==> config.mk <==
export PLATFORM = sky130hd
export DESIGN_NAME = lmcd_decoder
export DESIGN_NICKNAME = d
export VERILOG_FILES = /design/src/lmcd_pkg.sv /design/src/lmcd_decoder.sv /design/src/lmcd_status_flags.sv
export VERILOG_INCLUDE_DIRS = /design/src
export SDC_FILE = /design/constraint.sdc
export NUM_CORES = 1
export LEC_CHECK = 0
export BUFFER_PORTS_ARGS = -buffer_cell sky130_fd_sc_hd__buf_2
export CAP_MARGIN = 10
export CORE_MARGIN = 2
export CORE_UTILIZATION = 30
export DETAILED_ROUTE_END_ITERATION = 10
export PLACE_DENSITY = 0.55
export SYNTH_ARGS = -nofsm -noshare
export SYNTH_HDL_FRONTEND = slang
export SYNTH_HIERARCHICAL = 1
export SYNTH_SLANG_ARGS = --single-unit
==> constraint.sdc <==
create_clock -name clk -period 5.2 [get_ports clk]
set_input_delay 0.26 -clock clk [delete_from_list [all_inputs] [get_ports clk]]
set_output_delay 0.26 -clock clk [all_outputs]
set_load 0.02 [all_outputs]
==> src/lmcd_defines.svh <==
/*
  shared constants of the command decoder: command codes, frame bit positions, widths and reset values.
  assumes it is included by bare name from the package and the design modules.
*/
`ifndef LMCD_DEFINES_SVH
`define LMCD_DEFINES_SVH

// command codes carried in the low seven bits of the first data byte
`define LMCD_CMD_GO_SAFE 7'h04
`define LMCD_CMD_HALT 7'h05
`define LMCD_CMD_ZERO 7'h06

// frame bit positions
`define LMCD_WR_MARK_BIT 7
`define LMCD_BROAD_BIT 7
`define LMCD_BROAD_ALL 1'b0

// widths
`define LMCD_SAFE_POS_W 11
`define LMCD_POS_W 16
`define LMCD_ADDR_W 7

// reset values
`define LMCD_RST_BYTE 8'h00
`define LMCD_RST_FLAG 1'b0

`endif

==> src/lmcd_pkg.sv <==
/*
  types of the command decoder: frame carriers, status response, flag sets and controller states.
  assumes lmcd_defines.svh is on the include path.
*/
`include "lmcd_defines.svh"

package lmcd_pkg;

  // two data bytes of a writing frame whose checksum the frame layer has already checked
  typedef struct packed {
    logic [7:0] cmd_byte;
    logic [7:0] addr_byte;
  } lmcd_wr_frame_type;

  // two data bytes of the quick status response, first byte sent first
  typedef struct packed {
    logic [7:0] data1;
    logic [7:0] data2;
  } lmcd_status_resp_type;

  // sticky status flags; electrical defect is split by its cause
  typedef struct packed {
    logic supply_reset_flag;
    logic missed_step_flag;
    logic eldef_open;
    logic eldef_short;
    logic undervoltage_flag;
    logic thermal_shutdown_flag;
    logic thermal_warning_flag;
  } lmcd_flags_type;

  // one-cycle flag set events
  typedef struct packed {
    logic supply_reset;
    logic missed_step;
    logic open_coil;
    logic short_coil;
    logic undervoltage;
    logic thermal_shutdown;
    logic thermal_warning;
  } lmcd_flag_evt_type;

  // motion command state
  typedef enum logic [1:0] {
    lmcd_st_run,
    lmcd_st_halt_wait,
    lmcd_st_shutdown
  } lmcd_state_type;

  // winner of the command arbitration, highest first
  typedef enum logic [2:0] {
    lmcd_src_none,
    lmcd_src_coil_halt,
    lmcd_src_master_halt,
    lmcd_src_master_zero,
    lmcd_src_master_safe,
    lmcd_src_internal_safe
  } lmcd_src_type;

endpackage

==> src/lmcd_decoder.sv <==
/*
  command decoder of a stepper positioner: quick status response, safe position, halt and position zeroing.
  assumes a frame layer that checks identifier parity and checksum, presents writing frames of the
  general two-data-byte pointer as one-cycle pulses, and raises status_req on this node's direct identifier.
  assumes a position controller that owns the actual position and reports motor_moving.
  assumes event inputs are single-cycle pulses; a held level acts again on every clock.
  assumes node_address, safe_position and temp_info are steady levels.
  limitations the user must know:
    status flags clear when the response is captured, not when its last byte leaves the node.
    a set event in the capture cycle survives the clear and shows in the next response.
    zeroing is ignored while a halt waits for the motor to come to rest.
    safe moves run only from the run state; internal ones are held until then.
    internal safe moves that arrive in shutdown are dropped, not held.
    sleep_ready stays set until reset once the pre-sleep safe move has been issued.
*/
// Function
// RQ1 - answering a quick status query clears the six listed status flags
// RQ2 - an electrical defect caused only by an open coil clears on quick query
// RQ3 - an electrical defect caused by a shorted coil clears only on full query
// RQ4 - quick status answered in frame with two data bytes and checksum
// RQ5 - response bytes carry switch, address, then flags and temperature bits
// RQ6 - master fills the identifier parity bits
// RQ7 - master gives each node its own quick status identifier
// RQ8 - command 0x04 drives the motor to the stored safe position
// RQ9 - lost bus, end of init and sleep entry trigger the safe move internally
// RQ10 - these commands are decoded from the data bytes alone
// RQ11 - safe position command with broadcast bit zero applies to every node
// RQ12 - a coil problem triggers an internal halt and enters shutdown
// RQ13 - internal halt during motion sets the missed step flag
// RQ14 - once halted, actual position is copied into target position
// RQ15 - command 0x05 halts the motor; broadcast bit zero halts every node
// RQ16 - zeroing clears actual and target position
// RQ17 - zeroing sets the reference done flag
// RQ18 - zeroing with broadcast bit zero applies to every node
// RQ19 - master sends marker bit, code, broadcast bit and address, then checksum
// RQ20 - with broadcast bit one, only a matching node address executes
`timescale 1ns/100ps
`include "lmcd_defines.svh"

module lmcd_decoder #(
  parameter int POS_W = `LMCD_POS_W,
  parameter int SAFE_W = `LMCD_SAFE_POS_W
) (
  input wire logic clk,
  input wire logic arst_n,
  input wire logic [`LMCD_ADDR_W-1:0] node_address,
  input wire logic motion_switch_state,
  input wire logic [1:0] temp_info,
  input wire logic wr_valid,
  input wire lmcd_pkg::lmcd_wr_frame_type wr_frame,
  input wire logic status_req,
  input wire logic full_status_query,
  input wire logic thermal_warning_evt,
  input wire logic thermal_shutdown_evt,
  input wire logic undervoltage_evt,
  input wire logic supply_reset_evt,
  input wire logic stall_evt,
  input wire logic open_coil_evt,
  input wire logic short_coil_evt,
  input wire logic comm_lost,
  input wire logic init_done,
  input wire logic sleep_req,
  input wire logic motor_moving,
  input wire logic [POS_W-1:0] actual_position,
  input wire logic [SAFE_W-1:0] safe_position,
  output logic resp_valid,
  output lmcd_pkg::lmcd_status_resp_type resp_data,
  output logic [POS_W-1:0] target_position,
  output logic target_load,
  output logic halt_motor,
  output logic zero_actual,
  output logic reference_done,
  output logic shutdown,
  output logic sleep_ready
);

  // all state of the decoder except the status flags, which lmcd_status_flags holds
  typedef struct packed {
    lmcd_pkg::lmcd_state_type fsm;
    logic resp_valid;
    lmcd_pkg::lmcd_status_resp_type resp;
    logic [POS_W-1:0] target;
    logic target_load;
    logic halt_motor;
    logic zero_actual;
    logic reference_done;
    logic shutdown;
    logic safe_pending;
    logic sleep_pending;
    logic sleep_ready;
    logic coil_halt_shutdown;
  } lmcd_dec_state_type;

  lmcd_dec_state_type state;
  lmcd_dec_state_type next_state;

  lmcd_pkg::lmcd_flags_type flags;
  lmcd_pkg::lmcd_flag_evt_type flag_evt;
  lmcd_pkg::lmcd_src_type src;
  logic coil_fault;
  logic master_halt;
  logic master_zero;
  logic master_safe;
  logic internal_trigger;
  logic motion_allowed;
  logic [POS_W-1:0] safe_target;
  logic at_rest;
  logic defect_clear;
  logic sleep_issue;
  logic halt_while_moving;

  // true when the frame is a writing frame carrying the given code
  function automatic logic is_cmd(input lmcd_pkg::lmcd_wr_frame_type f, input logic [6:0] code);
    is_cmd = f.cmd_byte[`LMCD_WR_MARK_BIT] && (f.cmd_byte[6:0] == code); // RQ10 RQ19
  endfunction

  // true when the frame is meant for this node
  function automatic logic addressed(input lmcd_pkg::lmcd_wr_frame_type f,
                                     input logic [`LMCD_ADDR_W-1:0] addr);
    addressed = (f.addr_byte[`LMCD_BROAD_BIT] == `LMCD_BROAD_ALL) // RQ11 RQ15 RQ18
                || (f.addr_byte[6:0] == addr); // RQ20
  endfunction

  // first response byte: switch state above the node address
  function automatic logic [7:0] status_byte1(input logic sw, input logic [`LMCD_ADDR_W-1:0] addr);
    status_byte1 = {sw, addr}; // RQ5
  endfunction

  // second response byte: flags from supply reset down to thermal warning, then temperature
  function automatic logic [7:0] status_byte2(input lmcd_pkg::lmcd_flags_type f, input logic [1:0] temp);
    status_byte2 = {f.supply_reset_flag,
                    f.missed_step_flag,
                    f.eldef_open | f.eldef_short,
                    f.undervoltage_flag,
                    f.thermal_shutdown_flag,
                    f.thermal_warning_flag,
                    temp}; // RQ5
  endfunction

  // master commands, decoded only from the data bytes
  assign master_halt = wr_valid && is_cmd(wr_frame, `LMCD_CMD_HALT)
                       && addressed(wr_frame, node_address); // RQ15
  assign master_zero = wr_valid && is_cmd(wr_frame, `LMCD_CMD_ZERO)
                       && addressed(wr_frame, node_address); // RQ16
  assign master_safe = wr_valid && is_cmd(wr_frame, `LMCD_CMD_GO_SAFE)
                       && addressed(wr_frame, node_address); // RQ8

  // coil trouble of either kind halts the motor
  assign coil_fault = open_coil_evt || short_coil_evt; // RQ12

  // internal safe move requests, held outside shutdown until arbitration takes them
  assign internal_trigger = comm_lost || init_done || sleep_req; // RQ9

  // safe position widened to the target width
  assign safe_target = {{(POS_W-SAFE_W){1'b0}}, safe_position};

  // safe moves, master and internal, run only from the run state
  assign motion_allowed = (state.fsm == lmcd_pkg::lmcd_st_run);

  // an internal halt while the motor turns may have lost steps
  assign halt_while_moving = coil_fault && motor_moving; // RQ13

  // a waiting halt completes once the motor rests and no new halt arrives
  assign at_rest = !motor_moving
                   && (src != lmcd_pkg::lmcd_src_coil_halt)
                   && (src != lmcd_pkg::lmcd_src_master_halt);

  // shutdown may end only when no defect flag or new coil fault remains
  assign defect_clear = !flags.eldef_open && !flags.eldef_short && !coil_fault;

  // the internal safe move that runs now also completes a pending sleep entry
  assign sleep_issue = state.sleep_pending || sleep_req;

  // command priority: halts first, then zeroing, then master safe move, then internal safe move
  always_comb begin
    src = lmcd_pkg::lmcd_src_none;
    if (coil_fault) begin
      src = lmcd_pkg::lmcd_src_coil_halt; // RQ12
    end else if (master_halt) begin
      src = lmcd_pkg::lmcd_src_master_halt;
    end else if (master_zero && state.fsm != lmcd_pkg::lmcd_st_halt_wait) begin
      src = lmcd_pkg::lmcd_src_master_zero;
    end else if (master_safe && motion_allowed) begin
      src = lmcd_pkg::lmcd_src_master_safe;
    end else if ((state.safe_pending || internal_trigger) && motion_allowed) begin
      src = lmcd_pkg::lmcd_src_internal_safe; // RQ9
    end
  end

  // flag set events; an internal halt during motion marks possible step loss
  always_comb begin
    flag_evt = '0;
    flag_evt.thermal_warning = thermal_warning_evt;
    flag_evt.thermal_shutdown = thermal_shutdown_evt;
    flag_evt.undervoltage = undervoltage_evt;
    flag_evt.supply_reset = supply_reset_evt;
    flag_evt.open_coil = open_coil_evt;
    flag_evt.short_coil = short_coil_evt;
    flag_evt.missed_step = stall_evt || halt_while_moving; // RQ13
  end

  // sticky flags with quick and full clearing
  lmcd_status_flags lmcd_status_flags_i (
    .clk(clk),
    .arst_n(arst_n),
    .set_evt(flag_evt),
    .quick_clear(status_req), // RQ1
    .full_clear(full_status_query), // RQ3
    .flags(flags)
  );

  // next state of the decoder
  always_comb begin
    next_state = state;
    // pulses fall back to zero unless a command raises them
    next_state.resp_valid = 1'b0;
    next_state.target_load = 1'b0;
    next_state.halt_motor = 1'b0;
    next_state.zero_actual = 1'b0;

    // quick status response built from the flags before they are cleared
    if (status_req) begin
      next_state.resp_valid = 1'b1; // RQ4
      next_state.resp.data1 = status_byte1(motion_switch_state, node_address); // RQ5
      next_state.resp.data2 = status_byte2(flags, temp_info); // RQ5
    end

    // remember internal triggers that could not run yet
    if (internal_trigger) begin
      next_state.safe_pending = 1'b1; // RQ9
    end
    // a sleep request also waits for its safe move
    if (sleep_req) begin
      next_state.sleep_pending = 1'b1;
    end

    // execute the winning command
    case (src)
      lmcd_pkg::lmcd_src_coil_halt: begin
        // stop at once and hold off motion until the defect is gone
        next_state.halt_motor = 1'b1; // RQ12
        next_state.shutdown = 1'b1; // RQ12
        next_state.coil_halt_shutdown = 1'b1;
        next_state.fsm = lmcd_pkg::lmcd_st_halt_wait;
      end
      lmcd_pkg::lmcd_src_master_halt: begin
        // stop at once; motion resumes once the motor rests
        next_state.halt_motor = 1'b1; // RQ15
        next_state.fsm = lmcd_pkg::lmcd_st_halt_wait;
      end
      lmcd_pkg::lmcd_src_master_zero: begin
        // controller clears the actual position on the pulse
        next_state.target = '0; // RQ16
        next_state.zero_actual = 1'b1; // RQ16
        next_state.reference_done = 1'b1; // RQ17
      end
      lmcd_pkg::lmcd_src_master_safe: begin
        // drive to the stored safe position
        next_state.target = safe_target; // RQ8
        next_state.target_load = 1'b1; // RQ8
      end
      lmcd_pkg::lmcd_src_internal_safe: begin
        // consume the pending request with the move
        next_state.target = safe_target; // RQ9
        next_state.target_load = 1'b1; // RQ9
        next_state.safe_pending = 1'b0;
        if (sleep_issue) begin
          next_state.sleep_ready = 1'b1;
          next_state.sleep_pending = 1'b0;
        end
      end
      default: begin
        // no command this cycle
      end
    endcase

    // state sequencing
    case (state.fsm)
      lmcd_pkg::lmcd_st_run: begin
        // nothing to sequence; commands were taken above
      end
      lmcd_pkg::lmcd_st_halt_wait: begin
        // keep the stop position once the motor is at rest
        if (at_rest) begin
          next_state.target = actual_position; // RQ14
          next_state.fsm = state.coil_halt_shutdown ? lmcd_pkg::lmcd_st_shutdown : lmcd_pkg::lmcd_st_run;
        end
      end
      lmcd_pkg::lmcd_st_shutdown: begin
        // leave shutdown once no defect flag remains
        if (defect_clear) begin
          next_state.shutdown = 1'b0;
          next_state.coil_halt_shutdown = 1'b0;
          next_state.fsm = lmcd_pkg::lmcd_st_run;
        end
      end
      default: begin
        // an unused state code falls back to run
        next_state.fsm = lmcd_pkg::lmcd_st_run;
      end
    endcase

    // internal safe moves are dropped while in shutdown
    if (state.fsm == lmcd_pkg::lmcd_st_shutdown) begin
      next_state.safe_pending = 1'b0;
    end
  end

  // decoder register
  always_ff @(posedge clk or negedge arst_n) begin
    if (!arst_n) begin
      // every field to its idle value
      state.fsm <= lmcd_pkg::lmcd_st_run;
      state.resp_valid <= `LMCD_RST_FLAG;
      state.resp.data1 <= `LMCD_RST_BYTE;
      state.resp.data2 <= `LMCD_RST_BYTE;
      state.target <= '0;
      state.target_load <= `LMCD_RST_FLAG;
      state.halt_motor <= `LMCD_RST_FLAG;
      state.zero_actual <= `LMCD_RST_FLAG;
      state.reference_done <= `LMCD_RST_FLAG;
      state.shutdown <= `LMCD_RST_FLAG;
      state.safe_pending <= `LMCD_RST_FLAG;
      state.sleep_pending <= `LMCD_RST_FLAG;
      state.sleep_ready <= `LMCD_RST_FLAG;
      state.coil_halt_shutdown <= `LMCD_RST_FLAG;
    end else begin
      state <= next_state;
    end
  end

  // outputs straight from the register
  assign resp_valid = state.resp_valid;
  assign resp_data = state.resp;
  assign target_position = state.target;
  assign target_load = state.target_load;
  assign halt_motor = state.halt_motor;
  assign zero_actual = state.zero_actual;
  assign reference_done = state.reference_done;
  assign shutdown = state.shutdown;
  assign sleep_ready = state.sleep_ready;

endmodule // lmcd_decoder

==> src/lmcd_status_flags.sv <==
/*
  sticky status flags of the positioner with quick and full clearing.
  assumes one-cycle set events and clear pulses synchronous to clk.
*/
`timescale 1ns/100ps
`include "lmcd_defines.svh"

module lmcd_status_flags (
  input wire logic clk,
  input wire logic arst_n,
  input wire lmcd_pkg::lmcd_flag_evt_type set_evt,
  input wire logic quick_clear,
  input wire logic full_clear,
  output lmcd_pkg::lmcd_flags_type flags
);

  lmcd_pkg::lmcd_flags_type state;
  lmcd_pkg::lmcd_flags_type next_state;

  // a set in the clear cycle wins over the clear
  always_comb begin
    next_state = state;
    if (quick_clear || full_clear) begin
      next_state.thermal_warning_flag = 1'b0; // RQ1
      next_state.thermal_shutdown_flag = 1'b0; // RQ1
      next_state.undervoltage_flag = 1'b0; // RQ1
      next_state.missed_step_flag = 1'b0; // RQ1
      next_state.supply_reset_flag = 1'b0; // RQ1
      next_state.eldef_open = 1'b0; // RQ2
    end
    if (full_clear) begin
      next_state.eldef_short = 1'b0; // RQ3
    end
    if (set_evt.thermal_warning) next_state.thermal_warning_flag = 1'b1;
    if (set_evt.thermal_shutdown) next_state.thermal_shutdown_flag = 1'b1;
    if (set_evt.undervoltage) next_state.undervoltage_flag = 1'b1;
    if (set_evt.missed_step) next_state.missed_step_flag = 1'b1;
    if (set_evt.supply_reset) next_state.supply_reset_flag = 1'b1;
    if (set_evt.open_coil) next_state.eldef_open = 1'b1;
    if (set_evt.short_coil) next_state.eldef_short = 1'b1;
  end

  // flag register
  always_ff @(posedge clk or negedge arst_n) begin
    if (!arst_n) begin
      state <= '0;
    end else begin
      state <= next_state;
    end
  end

  assign flags = state;

endmodule // lmcd_status_flags

; Word-level counts from Yosys, hierarchy flattened
; Cells that the tools add are included.
[op_classes]
addsub = 0
multipliers = 0
div = 0
n_lt_le_gt_ge = 0
eq_ne = 14
shift = 0
n_mux = 37
bitwise = 2
n_reduce_logical = 41
[ops]
columns = operator, count
row1 = 2-to-1 mux 16 bit, 2
row2 = case mux 16 bit (2 select lines), 1
row3 = "equality test 7 x 3 -> 1 bit, second input constant", 3
row4 = 2-to-1 mux 3 bit, 7
row5 = 2-to-1 mux 1 bit, 19
row6 = logical AND 1 bit, 17
row7 = 2-to-1 mux 17 bit, 1
row8 = nonzero test 2 bit, 7
row9 = 2-to-1 mux 2 bit, 6
row10 = logical OR 1 bit, 8
row11 = equality test 7 bit, 1
row12 = "equality test 3 x 2 -> 1 bit, second input constant", 2
row13 = "equality test 3 bit, second input constant", 2
row14 = case mux 2 bit (3 select lines), 1
row15 = logical NOT 1 bit, 4
row16 = OR reduction 2 bit, 2
row17 = "equality test 3 x 1 -> 1 bit, second input constant", 1
row18 = "inequality test 3 x 1 -> 1 bit, second input constant", 1
row19 = "inequality test 3 x 2 -> 1 bit, second input constant", 1
row20 = nonzero test 3 bit, 1
row21 = "equality test 2 x 1 -> 1 bit, second input constant", 1
row22 = "equality test 2 bit, second input constant", 1
row23 = logical NOT 2 bit, 1
row24 = "inequality test 2 x 1 -> 1 bit, second input constant", 1
row25 = other kinds (3), 3
[word_totals]
ff_bits = 51
latch_bits = 0
ramBits = 0
rom_bits = 0
in_bits = 69
out_inout_bits = 39
memories = 0

; Logic depth before layout (Yosys ltp)
[logic_depth]
depth_word = 14
mapped_depth = 7
ltp_nobuf = 6

; Hierarchy
; Netlist, hierarchy kept.
[by_module_without_submodules]
columns = mod, n_inst, cells_per_inst, area_per_inst_um2, seq_area_each_um2
row1 = lmcd_decoder, 1, 195, 2174.6, 1101.1
row2 = lmcd_status_flags, 1, 16, 242.7, 175.2

; Worst setup path after synthesis
; Ideal clock, no wire load.
[synth_timing]
kind = input-to-reg
startpoint = input port node_address[2]
endpoint = register state (netlist bit target_position[10])
setup_ps = 126
t_arrival_ps = 1748
slack_ps = 3326
path_stages = 6
cell_sequence = xor2_1 o41a_4 o31ai_4 o21ai_2 buf_6 a221o_1
[synth_rtl]
columns = element, line
row1 = from (decl), lmcd_decoder.sv:46  ; input wire logic [`LMCD_ADDR_W-1:0] node_address,
row2 = to (signal assigned), lmcd_decoder.sv:328  ; state <= next_state;
row3 = to (decl), lmcd_decoder.sv:94  ; lmcd_dec_state_type state;

==> flow_metrics.py <==
metrics = {
    "final_layout": {
        "final_common_cell": "buf_2",
        "drive_gt1_share_pct": 48.3,
        "final_cell_mix": "buf_2, dfrtp_1, nor2_1",
        "fin_nets": 358,
        "fin_util_pct": 37.8,
        "antenna-diode-count": 0,
        "final_cells": 392,
        "syn2layout_area_growth_pct": 21.4,
    },
    "synth": {
        "ys_async_sr_fraction_pct": 100,
        "syn_avg_cell_area_um2": 11.5,
        "synth_edf_count": 0,
        "syn_nets": 280,
        "yosys.cell_types.count": 38,
        "yosysTopAreaCell": "dfrtp_1",
        "seq_area_frac_synth_pct": 52.8,
        "synth_warnings": 6,
        "ys.flop_type": "dfrtp_1",
        "synth_top_cell_area_share_pct": 52.8,
        "ys_ff_latch": 51,
        "syn_area_um2": 2420,
        "netlist_instances": 211,
        "ys_top_cells_by_area": "dfrtp_1, buf_4, mux2_2",
    },
    "global_routing": {
        "grt_first_pass_wirelength_um": 8210,
        "grt_pass1_vias": 1663,
        "grtUsageTotal_pct": 12.2,
        "overflow": 0,
        "antenna_found_initial": 0,
        "grt_max_degree": 52,
    },
    "sta": {
        "rsz0062_at_grt": "no",
        "max_freq_mhz": 472,
        "period_needed_ps": 2120,
        "slew_viol_final": 0,
        "whs_ps": 40.8,
        "hold_viol_final": 0,
        "setup_viol": 0,
        "max_slew.worst_pin.slew_ps": 818,
        "relSlewSlack_pct": 45.0,
        "post-route-period-util_pct": 40.8,
        "fin_ws_ps": 3080,
        "totalNegativeSetupSlack_ps": 0,
        "clock_skew_ps": 12.4,
    },
    "placed_design": {
        "gp_congestion": 0.787,
        "dp.cells": 384,
        "dp_slack_ps": 2900,
        "portBuffers": 107,
        "post-dp-hpwl_um": 3930,
    },
    "detailed_routing": {
        "detail-route-antenna-nets": 0,
        "drtPass1Iterations": 4,
        "wl_per_cell_um": 13.3,
        "route.detailed.drc": 0,
        "wl_um": 5200,
        "num_vias": 1755,
        "routed_via_density": 4.48,
        "first_iter_violations": 65,
    },
    "floorplan": {
        "die_width_um": 93.8,
        "die_h_um": 93.8,
        "start_util_pct": 31.1,
        "io_pins": 108,
        "coreArea_um2": 7770,
        "num_rows": 32,
        "die-area_um2": 8790,
    },
    "setup_path": {
        "end_kind": "flip-flop",
        "crit_slowest_cell": "or4_1",
        "crit_path_max_fanout": 12,
        "crit_path_start_kind": "flip-flop",
        "path_class": "flip-flop to flip-flop",
        "worstPathRequired_ps": 5430,
        "cp_top_family": "simple AND/OR/NAND/NOR gates",
        "critical_path.cell_chain": "or3_1 > or4_1 > o21ai_2 > a221o_1",
        "critPathArrivalTime_ps": 2350,
        "critPathMaxStageDelay_ps": 490,
        "crit_buf_inv": 0,
    },
    "clock_network": {
        "cts_max_level": 2,
        "cts_root_buf": "clkbuf_8",
        "cts_buffer_depth": 2,
        "cts_tree": "done",
        "cts_setup_buffers": 0,
        "clock_latency_ps": 300,
        "cts_hold_buf": 0,
        "cts_buffers": 5,
        "clock-sinks": 51,
        "clk_pin_slew_ps": 100,
        "cts_repair_resize_count": 0,
    },
    "power": {
        "vdd_ir_drop_max_v": 0.000158,
        "pwr-share-comb_pct": 22.0,
        "power_density_nw_per_um2": 329,
        "power_frac_clock_pct": 29.2,
        "power.leakage_nw": 1.47,
        "p_int_uw": 692,
        "switching_share_pct": 28.3,
        "switching_power_uw": 273,
        "seqPwrFrac_pct": 48.8,
    },
    "outcome": {
        "status": "finished, final reports clean",
    },
    "min_path": {
        "hold_path_class": "input pin to asynchronous set/reset pin",
    },
    "flow_run": {
        "maxCapViolations": 0,
    },
}
==> per-stage QoR <==
step / power, mW / area (µm²)
final: 0.965 / 2930
after floorplan: 0.655 / 2420
after CTS: 0.985 / 2930
after detailed placement: 0.695 / 2820
after global routing: 1.03 / 2930
after global placement: 0.692 / 2820
==> layout make-up <==
cell class | instances | area, µm²
multi-input combinational | 110 | 821
fill | 799 | 4830
inverter | 13 | 48.8
clock inverter | 2 | 35.0
timing repair buffer | 108 | 543
tap | 102 | 128
sequential | 51 | 1280
clock buffer | 6 | 82.6
==> worst paths after layout <==
path                                                 to  cells after the start  slack (ps)        startpoint
max reg2reg                          target_position[8]                      4        3080         state[42]
min in group clk           lmcd_status_flags_i/flags[2]                      2         140  undervoltage_evt
min                                  target_position[0]                      2          40            arst_n
max                                  target_position[8]                      4        3080         state[42]
min reg2reg                                 sleep_ready                      1         470       sleep_ready
max in group asynchronous                  resp_data[1]                      2        4690            arst_n
==> cells in the mapped netlist (2+ instances only) <==
cell,number
xor2_1,3
buf_4,33
o21ai_0,3
a221o_1,11
nand4_1,2
mux2_2,15
dfrtp_1,51
inv_1,13
nor3_1,4
nor2_1,18
a21o_1,9
a21oi_1,5
or2_2,2
xnor2_1,4
a22o_1,5
nand2_1,8
o21ai_2,2
nor2b_1,3
==> cells by family after synthesis <==
family | count (synthesis) | synth area share [%]
DFF | 51 | 52.8
buffers and inverters | 50 | 13.3
and+or+nand+nor | 46 | 9.47
AOI/OAI and AO/OA | 42 | 15.0
muxes | 15 | 6.99
xor gates and xnor gates | 7 | 2.54
==> flip-flops by register name, indices dropped and copies added (netlist names) <==
register	count
zero_actual	1
target_position	16
resp_data	16
halt_motor	1
reference_done	1
shutdown	1
resp_valid	1
target_load	1
sleep_ready	1
state	5
lmcd_status_flags_i/flags	7
==> routing by layer <==
layer	GRT usage, %	share of wire, %	up-vias
met4	4.71	1.7	0
met5	0	0	-
li1	-	-	855
met2	19.5	49	58
met3	3.21	6.5	5
met1	15.8	43	837
==> power by group through the flow <==
stage	registers, mW	clock network, mW	logic, mW
after floorplan	0.475	0	0.180
after global placement	0.478	0	0.213
after detailed placement	0.478	0	0.217
after CTS	0.472	0.297	0.216
after global routing	0.478	0.320	0.231
final	0.471	0.282	0.213
Power figures use the tool's default switching activity.
